===== src/common/tpb_pkg.sv =====
// Package for the timer/PWM/buzzer unit: register offsets, fields, reset values.
// Assumes an AXI4-Lite master with 32-bit data; each register takes one aligned word.
package tpb_pkg;
    // Register indices; byte address is four times the index
    localparam logic [3:0] IDX_COUNT = 4'h0;
    localparam logic [3:0] IDX_CTRL1 = 4'h1;
    localparam logic [3:0] IDX_CTRL2 = 4'h2;
    localparam logic [3:0] IDX_DUTY = 4'h3;
    localparam logic [3:0] IDX_PSCV = 4'h4;
    localparam logic [3:0] IDX_BUZZ = 4'h5;
    localparam logic [3:0] IDX_IRQ_STAT = 4'h8;
    localparam logic [3:0] IDX_IRQ_CLR = 4'h9;
    localparam logic [3:0] IDX_IRQ_EN = 4'hA;
    localparam int ADDR_LSB = 2;
    localparam int ADDR_W = 6;
    // Control register 1 fields
    localparam int C1_EN = 0;
    localparam int C1_RELOAD = 1;
    localparam int C1_ONESHOT = 2;
    localparam int C1_PWM_AL = 6;
    localparam int C1_PWM_OE = 7;
    // Control register 2 fields
    localparam int C2_PS_LSB = 0;
    localparam int C2_PS_DIS_N = 3;
    localparam int C2_EDGE = 4;
    localparam int C2_SRC = 5;
    // Buzzer control fields
    localparam int BZ_EN = 7;
    // Interrupt status bits
    localparam int IRQ_UNDERFLOW = 0;
    localparam int IRQ_N = 1;
    // Reset values
    localparam logic [7:0] CTRL1_RST = 8'h00;
    localparam logic [5:0] CTRL2_RST = 6'h3F;
    localparam logic [7:0] PSCV_RST = 8'hFF;
    localparam logic [3:0] BZ_FSEL_RST = 4'hF;
    localparam logic [7:0] COUNT_RST = 8'hFF;
    localparam logic [7:0] DUTY_RST = 8'h00;
    localparam logic [7:0] COUNT_TOP = 8'hFF;
    localparam logic [7:0] COUNT_ZERO = 8'h00;
    localparam logic [31:0] WO_READ_VAL = 32'h0000_0000;
    localparam logic [1:0] RESP_OKAY = 2'h0;
    localparam logic [1:0] RESP_SLVERR = 2'h2;

    typedef struct packed {
        logic       pwm_oe;
        logic       pwm_active_low;
        logic       one_shot_select;
        logic       reload_select;
        logic       timer_enable;
    } tpb_ctrl1_t;

    typedef struct packed {
        logic       count_source_select;
        logic       ext_count_edge_select;
        logic       prescale_disable_n;
        logic [2:0] prescale_rate_select;
    } tpb_ctrl2_t;

    typedef struct packed {
        logic       buzzer_enable;
        logic [3:0] buzzer_freq_select;
    } tpb_buzz_t;
endpackage : tpb_pkg


===== src/verilog/tpb_timer_unit.sv =====
// Timer unit: 8-bit down counter with prescaler, PWM and buzzer, AXI4-Lite registers.
// Assumes one clock aclk; ext_count_pin is asynchronous and is synchronised here.

// Functional notes
// - The prescaler disable bit is active high: 1 disables, 0 enables the prescaler.
// - External counting decrements on a falling pin edge when edge select is 1, rising when 0.
// - Source select 1 clocks the timer from the external pin, 0 from the instruction clock.
// - The PWM duty register is write-only and reads give no duty value.
// - PWM is inactive after enable until the count equals duty, then active until underflow.
// - The reload value sets the PWM period and the duty value sets the duty cycle.
// - The prescaler count view is read-only, shows the live count and resets to all ones.
// - Buzzer codes 0 to 7 use the prescaler output divided by 2 up to 256.
// - Buzzer codes 8 to 15 use timer count bits 0 to 7.
// - Buzzer control is write-only, its enable turns the buzzer on, frequency resets to 1111.
// - Reading the count gives the live count; writing loads reload and counter together.
// - One-shot stops at underflow; non-stop restarts from 0xFF or reload per the reload bit.
// - The prescaler rate field divides the timer clock from 1:2 at 000 to 1:256 at 111.
// - The PWM polarity bit makes the output active low when set.
module tpb_timer_unit (
    input wire logic aclk,
    input wire logic aresetn,
    input wire logic [5:0] s_axi_awaddr,
    input wire logic [2:0] s_axi_awprot,
    input wire logic s_axi_awvalid,
    output logic s_axi_awready,
    input wire logic [31:0] s_axi_wdata,
    input wire logic [3:0] s_axi_wstrb,
    input wire logic s_axi_wvalid,
    output logic s_axi_wready,
    output logic [1:0] s_axi_bresp,
    output logic s_axi_bvalid,
    input wire logic s_axi_bready,
    input wire logic [5:0] s_axi_araddr,
    input wire logic [2:0] s_axi_arprot,
    input wire logic s_axi_arvalid,
    output logic s_axi_arready,
    output logic [31:0] s_axi_rdata,
    output logic [1:0] s_axi_rresp,
    output logic s_axi_rvalid,
    input wire logic s_axi_rready,
    input wire logic ext_count_pin,
    output logic pwm_output,
    output logic pwm_output_oe,
    output logic buzzer_output,
    output logic irq
);
    // Register state
    logic [7:0] count_r, count_nxt;
    logic [7:0] reload_r, reload_nxt;
    logic [7:0] duty_r, duty_nxt;
    logic [7:0] pscv_r, pscv_nxt;
    tpb_pkg::tpb_ctrl1_t ctrl1_r, ctrl1_nxt;
    tpb_pkg::tpb_ctrl2_t ctrl2_r, ctrl2_nxt;
    tpb_pkg::tpb_buzz_t buzz_r, buzz_nxt;
    logic [tpb_pkg::IRQ_N-1:0] irq_stat_r, irq_stat_nxt;
    logic [tpb_pkg::IRQ_N-1:0] irq_en_r, irq_en_nxt;
    logic stopped_r, stopped_nxt;
    logic pwm_act_r, pwm_act_nxt;
    logic pwm_r, pwm_nxt;
    logic [7:0] bz_div_r, bz_div_nxt;
    logic bz_r, bz_nxt;
    logic [2:0] pin_sync_r, pin_sync_nxt;

    // AXI state
    logic aw_got_r, aw_got_nxt;
    logic w_got_r, w_got_nxt;
    logic [3:0] aw_idx_r, aw_idx_nxt;
    logic [31:0] wdata_r, wdata_nxt;
    logic wstrb0_r, wstrb0_nxt;
    logic bvalid_r, bvalid_nxt;
    logic [1:0] bresp_r, bresp_nxt;
    logic rvalid_r, rvalid_nxt;
    logic [31:0] rdata_r, rdata_nxt;
    logic [1:0] rresp_r, rresp_nxt;

    logic wr_go;
    logic [3:0] rd_idx;
    logic [3:0] wr_idx;
    logic [7:0] wbyte;
    logic wr_lane0;
    logic ext_edge;
    logic timer_tick;
    logic ps_out;
    logic count_tick;
    logic underflow;
    logic bz_src_tick;
    logic [7:0] ps_mask;

    assign s_axi_awready = !aw_got_r && !bvalid_r;
    assign s_axi_wready = !w_got_r && !bvalid_r;
    assign s_axi_arready = !rvalid_r;
    assign s_axi_bvalid = bvalid_r;
    assign s_axi_bresp = bresp_r;
    assign s_axi_rvalid = rvalid_r;
    assign s_axi_rdata = rdata_r;
    assign s_axi_rresp = rresp_r;
    assign pwm_output = pwm_r;
    assign pwm_output_oe = ctrl1_r.pwm_oe;
    assign buzzer_output = bz_r;
    assign irq = |(irq_stat_r & irq_en_r);

    assign wr_idx = s_axi_awvalid && s_axi_awready ? s_axi_awaddr[tpb_pkg::ADDR_W-1:tpb_pkg::ADDR_LSB] : aw_idx_r;
    assign wbyte = (s_axi_wvalid && s_axi_wready) ? s_axi_wdata[7:0] : wdata_r[7:0];
    // Lane strobe is kept with the data, since the master may change it before the address arrives
    assign wr_lane0 = (s_axi_wvalid && s_axi_wready) ? s_axi_wstrb[0] : wstrb0_r;
    assign wr_go = (aw_got_r || (s_axi_awvalid && s_axi_awready)) &&
                   (w_got_r || (s_axi_wvalid && s_axi_wready)) && !bvalid_r;
    assign rd_idx = s_axi_araddr[tpb_pkg::ADDR_W-1:tpb_pkg::ADDR_LSB];

    // Timer clock: edge of the twice-synchronised pin or every instruction clock
    assign ext_edge = ctrl2_r.ext_count_edge_select ? (pin_sync_r[2] && !pin_sync_r[1])
                                                      : (!pin_sync_r[2] && pin_sync_r[1]);
    assign timer_tick = ctrl2_r.count_source_select ? ext_edge : 1'b1;
    // Prescaler output pulses when its low bits wrap to zero under the rate mask
    always_comb begin
        ps_mask = 8'h00;
        for (int i = 0; i < 8; i++) begin
            if (i <= int'(ctrl2_r.prescale_rate_select)) begin
                ps_mask[i] = 1'b1;
            end
        end
    end
    assign ps_out = timer_tick && ((pscv_r & ps_mask) == tpb_pkg::COUNT_ZERO);
    // Disabled prescaler passes every timer clock straight to the counter
    assign count_tick = ctrl2_r.prescale_disable_n ? timer_tick : ps_out;
    assign underflow = ctrl1_r.timer_enable && !stopped_r && count_tick && count_r == tpb_pkg::COUNT_ZERO;

    // Buzzer divider taps the prescaler output; a bit toggles every 2^k pulses
    assign bz_src_tick = ps_out && ((bz_div_r & ((8'h01 << buzz_r.buzzer_freq_select[2:0]) - 8'h01)) ==
                         tpb_pkg::COUNT_ZERO);

    always_comb begin
        pin_sync_nxt = {pin_sync_r[1:0], ext_count_pin};
        count_nxt = count_r;
        reload_nxt = reload_r;
        duty_nxt = duty_r;
        ctrl1_nxt = ctrl1_r;
        ctrl2_nxt = ctrl2_r;
        buzz_nxt = buzz_r;
        irq_en_nxt = irq_en_r;
        irq_stat_nxt = irq_stat_r;
        stopped_nxt = stopped_r;
        pwm_act_nxt = pwm_act_r;
        // Prescaler runs off the timer clock only when enabled
        pscv_nxt = (!ctrl2_r.prescale_disable_n && timer_tick) ? pscv_r - 8'h01 : pscv_r;
        bz_div_nxt = ps_out ? bz_div_r + 8'h01 : bz_div_r;

        if (ctrl1_r.timer_enable && !stopped_r && count_tick) begin
            if (count_r == tpb_pkg::COUNT_ZERO) begin
                pwm_act_nxt = 1'b0;
                if (ctrl1_r.one_shot_select) begin
                    stopped_nxt = 1'b1;
                end else if (ctrl1_r.reload_select) begin
                    count_nxt = reload_r;
                end else begin
                    count_nxt = tpb_pkg::COUNT_TOP;
                end
            end else begin
                count_nxt = count_r - 8'h01;
                if (count_r - 8'h01 == duty_r) begin
                    pwm_act_nxt = 1'b1;
                end
            end
        end
        if (!ctrl1_r.timer_enable) begin
            pwm_act_nxt = 1'b0;
            stopped_nxt = 1'b0;
        end

        if (wr_go && wr_lane0) begin
            case (wr_idx)
                tpb_pkg::IDX_COUNT: begin
                    reload_nxt = wbyte;
                    count_nxt = wbyte;
                    stopped_nxt = 1'b0;
                    pwm_act_nxt = (wbyte == duty_r);
                end
                tpb_pkg::IDX_CTRL1: ctrl1_nxt = {wbyte[tpb_pkg::C1_PWM_OE], wbyte[tpb_pkg::C1_PWM_AL],
                                                 wbyte[tpb_pkg::C1_ONESHOT], wbyte[tpb_pkg::C1_RELOAD],
                                                 wbyte[tpb_pkg::C1_EN]};
                tpb_pkg::IDX_CTRL2: ctrl2_nxt = wbyte[5:0];
                tpb_pkg::IDX_DUTY: duty_nxt = wbyte;
                tpb_pkg::IDX_BUZZ: buzz_nxt = {wbyte[tpb_pkg::BZ_EN], wbyte[3:0]};
                tpb_pkg::IDX_IRQ_CLR: irq_stat_nxt = irq_stat_r & ~wbyte[tpb_pkg::IRQ_N-1:0];
                tpb_pkg::IDX_IRQ_EN: irq_en_nxt = wbyte[tpb_pkg::IRQ_N-1:0];
                default: begin
                end
            endcase
        end
        // Set wins over a clear in the same cycle
        if (underflow) begin
            irq_stat_nxt[tpb_pkg::IRQ_UNDERFLOW] = 1'b1;
        end

        pwm_nxt = (ctrl1_r.timer_enable && pwm_act_r) ^ ctrl1_r.pwm_active_low;

        if (!buzz_r.buzzer_enable) begin
            bz_nxt = 1'b0;
        end else if (buzz_r.buzzer_freq_select[3]) begin
            bz_nxt = count_r[buzz_r.buzzer_freq_select[2:0]];
        end else begin
            bz_nxt = bz_src_tick ? !bz_r : bz_r;
        end
    end

    // AXI handshake next state
    always_comb begin
        aw_got_nxt = aw_got_r;
        w_got_nxt = w_got_r;
        aw_idx_nxt = aw_idx_r;
        wdata_nxt = wdata_r;
        wstrb0_nxt = wstrb0_r;
        bvalid_nxt = bvalid_r;
        bresp_nxt = bresp_r;
        rvalid_nxt = rvalid_r;
        rdata_nxt = rdata_r;
        rresp_nxt = rresp_r;
        if (s_axi_awvalid && s_axi_awready) begin
            aw_got_nxt = 1'b1;
            aw_idx_nxt = s_axi_awaddr[tpb_pkg::ADDR_W-1:tpb_pkg::ADDR_LSB];
        end
        if (s_axi_wvalid && s_axi_wready) begin
            w_got_nxt = 1'b1;
            wdata_nxt = s_axi_wdata;
            wstrb0_nxt = s_axi_wstrb[0];
        end
        if (wr_go) begin
            aw_got_nxt = 1'b0;
            w_got_nxt = 1'b0;
            bvalid_nxt = 1'b1;
            case (wr_idx)
                tpb_pkg::IDX_COUNT, tpb_pkg::IDX_CTRL1, tpb_pkg::IDX_CTRL2, tpb_pkg::IDX_DUTY,
                tpb_pkg::IDX_BUZZ, tpb_pkg::IDX_IRQ_CLR, tpb_pkg::IDX_IRQ_EN: bresp_nxt = tpb_pkg::RESP_OKAY;
                default: bresp_nxt = tpb_pkg::RESP_SLVERR;
            endcase
        end else if (bvalid_r && s_axi_bready) begin
            bvalid_nxt = 1'b0;
        end
        if (s_axi_arvalid && s_axi_arready) begin
            rvalid_nxt = 1'b1;
            rresp_nxt = tpb_pkg::RESP_OKAY;
            case (rd_idx)
                tpb_pkg::IDX_COUNT: rdata_nxt = {24'h000000, count_r};
                tpb_pkg::IDX_CTRL1: rdata_nxt = {29'h0000000, ctrl1_r.one_shot_select,
                                                 ctrl1_r.reload_select, ctrl1_r.timer_enable};
                tpb_pkg::IDX_CTRL2: rdata_nxt = {26'h000000, ctrl2_r};
                tpb_pkg::IDX_DUTY: rdata_nxt = tpb_pkg::WO_READ_VAL;
                tpb_pkg::IDX_PSCV: rdata_nxt = {24'h000000, pscv_r};
                tpb_pkg::IDX_BUZZ: rdata_nxt = tpb_pkg::WO_READ_VAL;
                tpb_pkg::IDX_IRQ_STAT: rdata_nxt = {31'h0000000, irq_stat_r};
                tpb_pkg::IDX_IRQ_CLR: rdata_nxt = tpb_pkg::WO_READ_VAL;
                tpb_pkg::IDX_IRQ_EN: rdata_nxt = {31'h0000000, irq_en_r};
                default: begin
                    rdata_nxt = tpb_pkg::WO_READ_VAL;
                    rresp_nxt = tpb_pkg::RESP_SLVERR;
                end
            endcase
        end else if (rvalid_r && s_axi_rready) begin
            rvalid_nxt = 1'b0;
        end
    end

    always_ff @(posedge aclk) begin
        if (!aresetn) begin
            pin_sync_r <= 3'h0;
            count_r <= tpb_pkg::COUNT_RST;
            reload_r <= tpb_pkg::COUNT_RST;
            duty_r <= tpb_pkg::DUTY_RST;
            pscv_r <= tpb_pkg::PSCV_RST;
            ctrl1_r <= tpb_pkg::CTRL1_RST[4:0];
            ctrl2_r <= tpb_pkg::CTRL2_RST;
            buzz_r <= {1'b0, tpb_pkg::BZ_FSEL_RST};
            irq_stat_r <= 1'h0;
            irq_en_r <= 1'h0;
            stopped_r <= 1'b0;
            pwm_act_r <= 1'b0;
            pwm_r <= 1'b0;
            wstrb0_r <= 1'b0;
            bz_div_r <= 8'h00;
            bz_r <= 1'b0;
            aw_got_r <= 1'b0;
            w_got_r <= 1'b0;
            aw_idx_r <= 4'h0;
            wdata_r <= 32'h00000000;
            bvalid_r <= 1'b0;
            bresp_r <= tpb_pkg::RESP_OKAY;
            rvalid_r <= 1'b0;
            rdata_r <= 32'h00000000;
            rresp_r <= tpb_pkg::RESP_OKAY;
        end else begin
            pin_sync_r <= pin_sync_nxt;
            count_r <= count_nxt;
            reload_r <= reload_nxt;
            duty_r <= duty_nxt;
            pscv_r <= pscv_nxt;
            ctrl1_r <= ctrl1_nxt;
            ctrl2_r <= ctrl2_nxt;
            buzz_r <= buzz_nxt;
            irq_stat_r <= irq_stat_nxt;
            irq_en_r <= irq_en_nxt;
            stopped_r <= stopped_nxt;
            pwm_act_r <= pwm_act_nxt;
            pwm_r <= pwm_nxt;
            wstrb0_r <= wstrb0_nxt;
            bz_div_r <= bz_div_nxt;
            bz_r <= bz_nxt;
            aw_got_r <= aw_got_nxt;
            w_got_r <= w_got_nxt;
            aw_idx_r <= aw_idx_nxt;
            wdata_r <= wdata_nxt;
            bvalid_r <= bvalid_nxt;
            bresp_r <= bresp_nxt;
            rvalid_r <= rvalid_nxt;
            rdata_r <= rdata_nxt;
            rresp_r <= rresp_nxt;
        end
    end
endmodule : tpb_timer_unit


===== config.mk =====
export PLATFORM = sky130hd
export DESIGN_NAME = tpb_timer_unit
export DESIGN_NICKNAME = d
export VERILOG_FILES = /design/src/common/tpb_pkg.sv /design/src/verilog/tpb_timer_unit.sv
export SDC_FILE = /design/constraint.sdc
export NUM_CORES = 1
export LEC_CHECK = 0
export BUFFER_PORTS_ARGS = -buffer_cell sky130_fd_sc_hd__clkbuf_2
export CORE_MARGIN = 4
export CORE_UTILIZATION = 45
export DETAILED_ROUTE_END_ITERATION = 8
export GPL_ROUTABILITY_DRIVEN = 0
export PLACE_DENSITY = 0.68
export SETUP_SLACK_MARGIN = 0.3
export SYNTH_ARGS = -nofsm -noshare
export SYNTH_HDL_FRONTEND = slang
export SYNTH_SLANG_ARGS = --single-unit

===== constraint.sdc =====
create_clock -name aclk -period 2.9 [get_ports aclk]
set_clock_uncertainty 0.05 [all_clocks]
set_input_delay 0.145 -clock aclk [delete_from_list [all_inputs] [get_ports aclk]]
set_output_delay 0.145 -clock aclk [all_outputs]
set_load 0.03 [all_outputs]

==> results of run 1 <==
==> final cells by class <==
cell class	count	area, µm²
fill	978	4980
timing repair buffer	64	393
inverter	17	63.8
sequential	91	1820
clock inverter	5	85.1
tap	136	170
multi-input combinational	439	2800
clock buffer	11	151
==> logic make-up (layout without fill, tap and decap cells) <==
| group | count (synthesis) | in the layout |
|---|---|---|
| adders and majority gates | 5 | 5 |
| muxes | 33 | 33 |
| buffers and inverters | 76 | 97 |
| AOI/OAI and AO/OA | 108 | 108 |
| and+or+nand+nor | 230 | 230 |
| xor gates and xnor gates | 37 | 37 |
| other | 1 | 26 |
| DFF | 91 | 91 |
==> power by group <==
group          internal [mW]  switching (mW)
clock network          0.536           0.446
logic                  0.150           0.267
registers               1.29          0.0383
==> registers in the layout (all words and copies together), names as in the netlist, 6 cells and up <==
signal,count
duty_r,8
count_r,8
s_axi_rdata,8
ctrl2_r,6
pscv_r,8
wdata_r,8
bz_div_r,7
reload_r,8
==> layout by cell type, fill, tap and decap left out, types with 6 or more instances in the layout <==
cell,n
dfxtp_1,91
nand2_1,63
nor2_1,62
clkbuf_2,43
o21ai_0,28
conb_1,26
mux2i_1,23
xnor2_1,22
a21oi_1,19
nand3_1,17
buf_4,17
inv_1,16
nor3_1,16
xor2_1,15
and2_1,14
o211ai_1,13
clkbuf_8,11
nand4_1,9
and3_1,8
or3_1,6
nor2b_1,6
a211oi_1,6
==> routing by layer <==
metal	global-route usage	vias up	share of wire
met2	0.298	170	0.46
met5	0	-	0
met3	0.0350	8	0.073
li1	-	2065	-
met4	0.0521	0	0.010
met1	0.265	1984	0.46
==> worst min-delay path, stage by stage <==
cell      delay, ns
clkbuf_2       0.09
nor2_1         0.08
a211oi_1       0.05
==> path summary, 6_finish.rpt <==
kind	to	slack [ns]	cells past startpoint
worst max-delay path	pwm_act_r	0.53	7
worst min-delay path	s_axi_rvalid	0.01	3
worst max register to register	pwm_act_r	0.53	7
worst min register to register	pin_sync_r[1]	0.41	1
==> stage by stage <==
stage / hold WS, ns / std cells / total power [mW]
final: 0.0133 / 763 / 2.73
after CTS: 0.00695 / 762 / 2.73
after floorplan: 0.194 / 606 / 1.66
after global routing: 0.0403 / 763 / 2.84
after detailed placement: 0.301 / 743 / 1.75
after global placement: 0.284 / 743 / 1.74
==> what timing repair did <==
item,in CTS,in global routing
resized for setup,0,4
hold buffers,3,0
hold endpoints to repair,3,0
setup buffers,0,1
setup endpoints to repair,0,21
==> run metrics, run 1 <==
run status finished, final reports clean; NumNets Final 689; post-route design area between 5000 and 6000 µm²; family with the most delay on the worst path simple AND/OR/NAND/NOR gates; Max H-tree Level 3; crit-path cells nor3b_4, buf_12, mux2i_2, nand2_1, or2_1, or4_1, o21ai_0; Clk pin slew, worst setup/hold paths around 0.090 ns; Peak Freq 421 MHz; IO Count 107; CP max stage delay between 0.5 and 0.6 ns; RSZ-0062 raised after global routing no; DRC errors left 0; Commonest cells post-synth 91 x dfxtp_1, 63 x nand2_1, 62 x nor2_1; row cnt 37; period utilisation layout 0.819; Gate Count Post-Synth between 500 and 600; Final Hold Viols 0; Crit path buffers/inverters 1; worst-skew pair later-pin latency roughly 0.35 ns; Routed Antenna Nets 0; adder-cell share of the synthesized area 0.0127; total wire length about 12,000 µm; TritonCTS Buffers 9; biggest area consumer among synthesized cells dfxtp_1; max-cap violation count 0; detailed-route via count between 4,000 and 5,000; crit path from aw_got_r; GRT Residual Overflow 0; Post-synth EDFFs 0; half-perimeter wire length after placement around 8500 µm; P per Cell Area ~500 nW/µm²; Worst Hold Class in -> reg; clk sinks between 90 and 100; Root Buffer clkbuf_8; #FFs+latches synth just over 90; Seq/Total Area, Yosys 0.371; Post-Synth Simple-Gate Area 0.239; share of cells above drive strength 1 0.161; Cell variety after synth 66; vias per cell approximately 5.5; Arr. time, crit path around 2.6 ns; pre-CTS setup slack 0.353 ns; Final Core Density 0.524; post-synthesis mux area share 0.0744; ANT cells 0; CTS tree done; Worst Tran Pin Value ~0.97 ns; Leakage roughly 2.3 nW; Final Max Slew Viols 0; Top FF cell, synth dfxtp_1; maximum vdd drop 0.341 mV; initial antenna violation count 0; top cell type's share of synthesized area 0.371; largest net degree at the start of global routing 48; first-pass GRT wire length just under 20,000 µm; DP Area approximately 5200 µm²; core footprint about 10,000 µm²; Starting Density 0.469; vias in the first global route between 3,000 and 4,000; wire per inst roughly 16 µm; PortBufs 43; Tot GR Track Use 0.189; Initial DRC Count 249; Mapped Area roughly 4900 µm²; slew margin rel. 0.345; Horiz. Die Dim around 110 µm; main combinational cell family by area after synthesis simple AND/OR/NAND/NOR gates; CP max FO 5; startpoint types register; Worst Path Required approximately 3.1 ns; XOR/XNOR Fraction of Synth Area 0.0660; Synth Area in Compound Gates 0.153; most frequent cell after synthesis dfxtp_1; fin crit period 2.37 ns; HP Start s_axi_arvalid; final setup violation count 0; CTS max path bufs 2; highest-delay cell along the critical path or4_1; ys async rst share 0; largest cells by area after synthesis dfxtp_1 37%, mux2i_1 5.1%, nand2_1 4.8%; setup slack after layout roughly 0.53 ns; Fin Setup TNS 0 ns; drt pass-1 iters 4; Yosys Warn Count 0; crit end category register; Crit Reg-Reg Startpoint aw_got_r; area delta synth->final 11.7%; die height between 100 and 150 µm; mean post-synth cell area about 8.5 µm²; total die area around 13,000 µm²; CP Class reg -> reg
No activity file was read; power rests on OpenSTA's default activity.
==> run 2, diff against run 1 <==
Clock period 2.9 ns to 2.2 ns, I/O delays scaled along.
==> run metrics, run 2 (same netlist as run 1, synthesis figures left out) <==
run status finished with violations (was finished, final reports clean); violated checks setup timing; PortBufs 43 (unchanged); period utilisation layout 1.00 (was 0.819); first-pass GRT wire length 22,900 µm (was 19,700 µm); Max H-tree Level 3 (unchanged); Arr. time, crit path 2.40 ns (was 2.60 ns); RR Endpoint count_r[4] (was pwm_act_r); post-route insts no fill 837 (was 763); worst hold margin 0.0426 ns (was 0.0133 ns); IO Count 107 (unchanged); fin crit period 2.20 ns (was 2.37 ns); CTS max path bufs 2 (unchanged); CTS tree done (unchanged); most frequent cells in the layout 87 x dfxtp_1, 54 x nor2_1, 54 x buf_4 (was 91 x dfxtp_1, 63 x nand2_1, 62 x nor2_1); TritonCTS Buffers 9 (unchanged); HP Start s_axi_wdata[4] (was s_axi_arvalid); Internal 2.52 mW (was 1.97 mW); drt pass-1 iters 5 (was 4); initial antenna violation count 0 (unchanged); maximum vdd drop 0.568 mV (was 0.341 mV); CP max FO 4 (was 5); DP Area 5460 µm² (was 5170 µm²); total wire length 14,300 µm (was 11,900 µm); startpoint types register (unchanged); Switching Share 0.301 (was 0.276); Routed Antenna Nets 0 (unchanged); RSZ-0062 raised after global routing yes (was no); Worst Path Required 2.40 ns (was 3.13 ns); worst-skew pair later-pin latency 0.38 ns (was 0.35 ns); slew margin rel. 0.408 (was 0.345); Crit Reg-Reg Startpoint aw_got_r (unchanged); wire per inst 17.1 µm (was 15.6 µm); post-route design area 6580 µm² (was 5480 µm²); Final Core Density 0.629 (was 0.524); Starting Density 0.469 (unchanged); share of cells above drive strength 1 0.341 (was 0.161); Final Max Slew Viols 0 (unchanged); pre-CTS setup slack -0.0750 ns (was 0.353 ns); Tot GR Track Use 0.225 (was 0.189); clock network fraction of design power 0.297 (was 0.360); crit end category register (unchanged); core footprint 10,500 µm² (unchanged); Worst Tran Pin Value 0.887 ns (was 0.969 ns); combinational power share 0.219 (was 0.153); half-perimeter wire length after placement 9220 µm (was 8450 µm); row cnt 37 (unchanged); area delta synth->final 34.0% (was 11.7%); Clk pin slew, worst setup/hold paths 0.09 ns (about the same); NumNets Final 763 (was 689); detailed-route via count 4,639 (was 4,227); P per Cell Area 548 nW/µm² (was 497 nW/µm²); dpl cells 770 (was 743); Seq pwr share 0.485 (was 0.487); total die area 12,600 µm² (unchanged); clk sinks 91 (unchanged); Final Hold Viols 0 (unchanged); vias in the first global route 4,485 (was 3,950); final setup violation count 1 (was 0); vias per cell 5.54 (about the same); DRC errors left 0 (unchanged); Leakage 2.78 nW (was 2.29 nW); Horiz. Die Dim 112 µm (unchanged); GRT Residual Overflow 0 (unchanged); Worst Hold Class in -> reg (unchanged); Sw Pwr 1.08 mW (was 751 µW); Peak Freq 454 MHz (was 421 MHz); crit path from aw_got_r (unchanged); largest net degree at the start of global routing 46 (was 48); sink of the worst hold path wdata_r[4] (was s_axi_rvalid); ANT cells 0 (unchanged); Fillers 888 (was 978); WHS Path Cells 3 (unchanged); Initial DRC Count 235 (was 249); most common cell after layout, fill and taps aside dfxtp_1 (unchanged); CP Class reg -> reg (unchanged); setup slack after layout -0.000336 ns (was 0.526 ns); Root Buffer clkbuf_8 (unchanged); max-cap violation count 0 (unchanged); die height 112 µm (unchanged); slack of the worst reg-to-reg path -0.0003 ns (was 0.53 ns); Reg2Reg Depth 11 (was 7)
## run 2: changes by cell type in the layout (fill, tap and decap cells not counted), sizes merged
| cell | change |
|---|---|
| clkinv | +1 |
| clkinvlp | -1 |
| clkbuf | +2 |
| dlygate4sd3 | +3 |
| bufinv | -2 |
| buf | +71 |
## run 2: per-stage QoR
stage            TNS, ns  power, mW
2_1_floorplan      -3.20       2.21
3_3_place_gp           0       2.36
3_5_place_dp      -0.161       2.37
4_1_cts                0       3.56
5_1_grt            -1.49       3.76
6_report       -0.000336       3.61
## run 2: worst max-delay path by stage
stage                            end  slack, ns  cells past startpoint
after floorplan            buzz_r[1]      -0.24                      8
after global placement     buzz_r[1]      0.006                      7
after detailed placement   buzz_r[4]      -0.08                      7
after CTS                  buzz_r[4]       0.04                      8
after global routing      count_r[4]      -0.12                     11
final                     count_r[4]    -0.0003                     11
## run 2: area by class of cell
cell class                 instances  area, µm²  area share
sequential                        91       1830       0.278
inverter                          17       63.8     0.00970
tap                              136        170      0.0259
clock buffer                      13        159      0.0241
timing repair buffer             138       1170       0.177
clock inverter                     3       22.5     0.00342
multi-input combinational        439       3170       0.482
## run 2: repair_timing
item | in CTS | in global routing
endpoints found under the setup margin | 51 | 58
pin swaps | 33 | 21
hold buffers | 6 | 0
setup buffers | 35 | 5
endpoints found under the hold margin | 6 | 0
gates cloned | 5 | 0
gates resized for setup | 83 | 40
## run 2: power by group through the flow
| stage | sequential [mW] | clock [mW] | combinational, mW |
|---|---|---|---|
| CTS | 1.74 | 1.09 | 0.731 |
| global route | 1.75 | 1.17 | 0.836 |
| detailed placement | 1.78 | 0 | 0.595 |
| finish | 1.75 | 1.07 | 0.788 |
| floorplan | 1.79 | 0 | 0.423 |
| global placement | 1.78 | 0 | 0.582 |
## run 2: critical path: stages (launching register included)
cell,delay [ns]
dfxtp_2,0.34
nor3b_4,0.25
buf_6,0.17
mux2i_4,0.27
nand4b_4,0.13
buf_8,0.15
buf_12,0.12
buf_6,0.12
nor2_4,0.15
buf_6,0.15
a311o_1,0.10
nand3_1,0.07
## run 2: routing by layer
layer / wire, µm / share of wire / vias up / GRT usage
met4: 369 / 0.026 / 0 / 0.0769
met1: 6250 / 0.44 / 2224 / 0.293
met2: 6760 / 0.47 / 175 / 0.372
met5: 0 / 0 / - / 0
met3: 899 / 0.063 / 29 / 0.0453
li1: - / - / 2211 / -
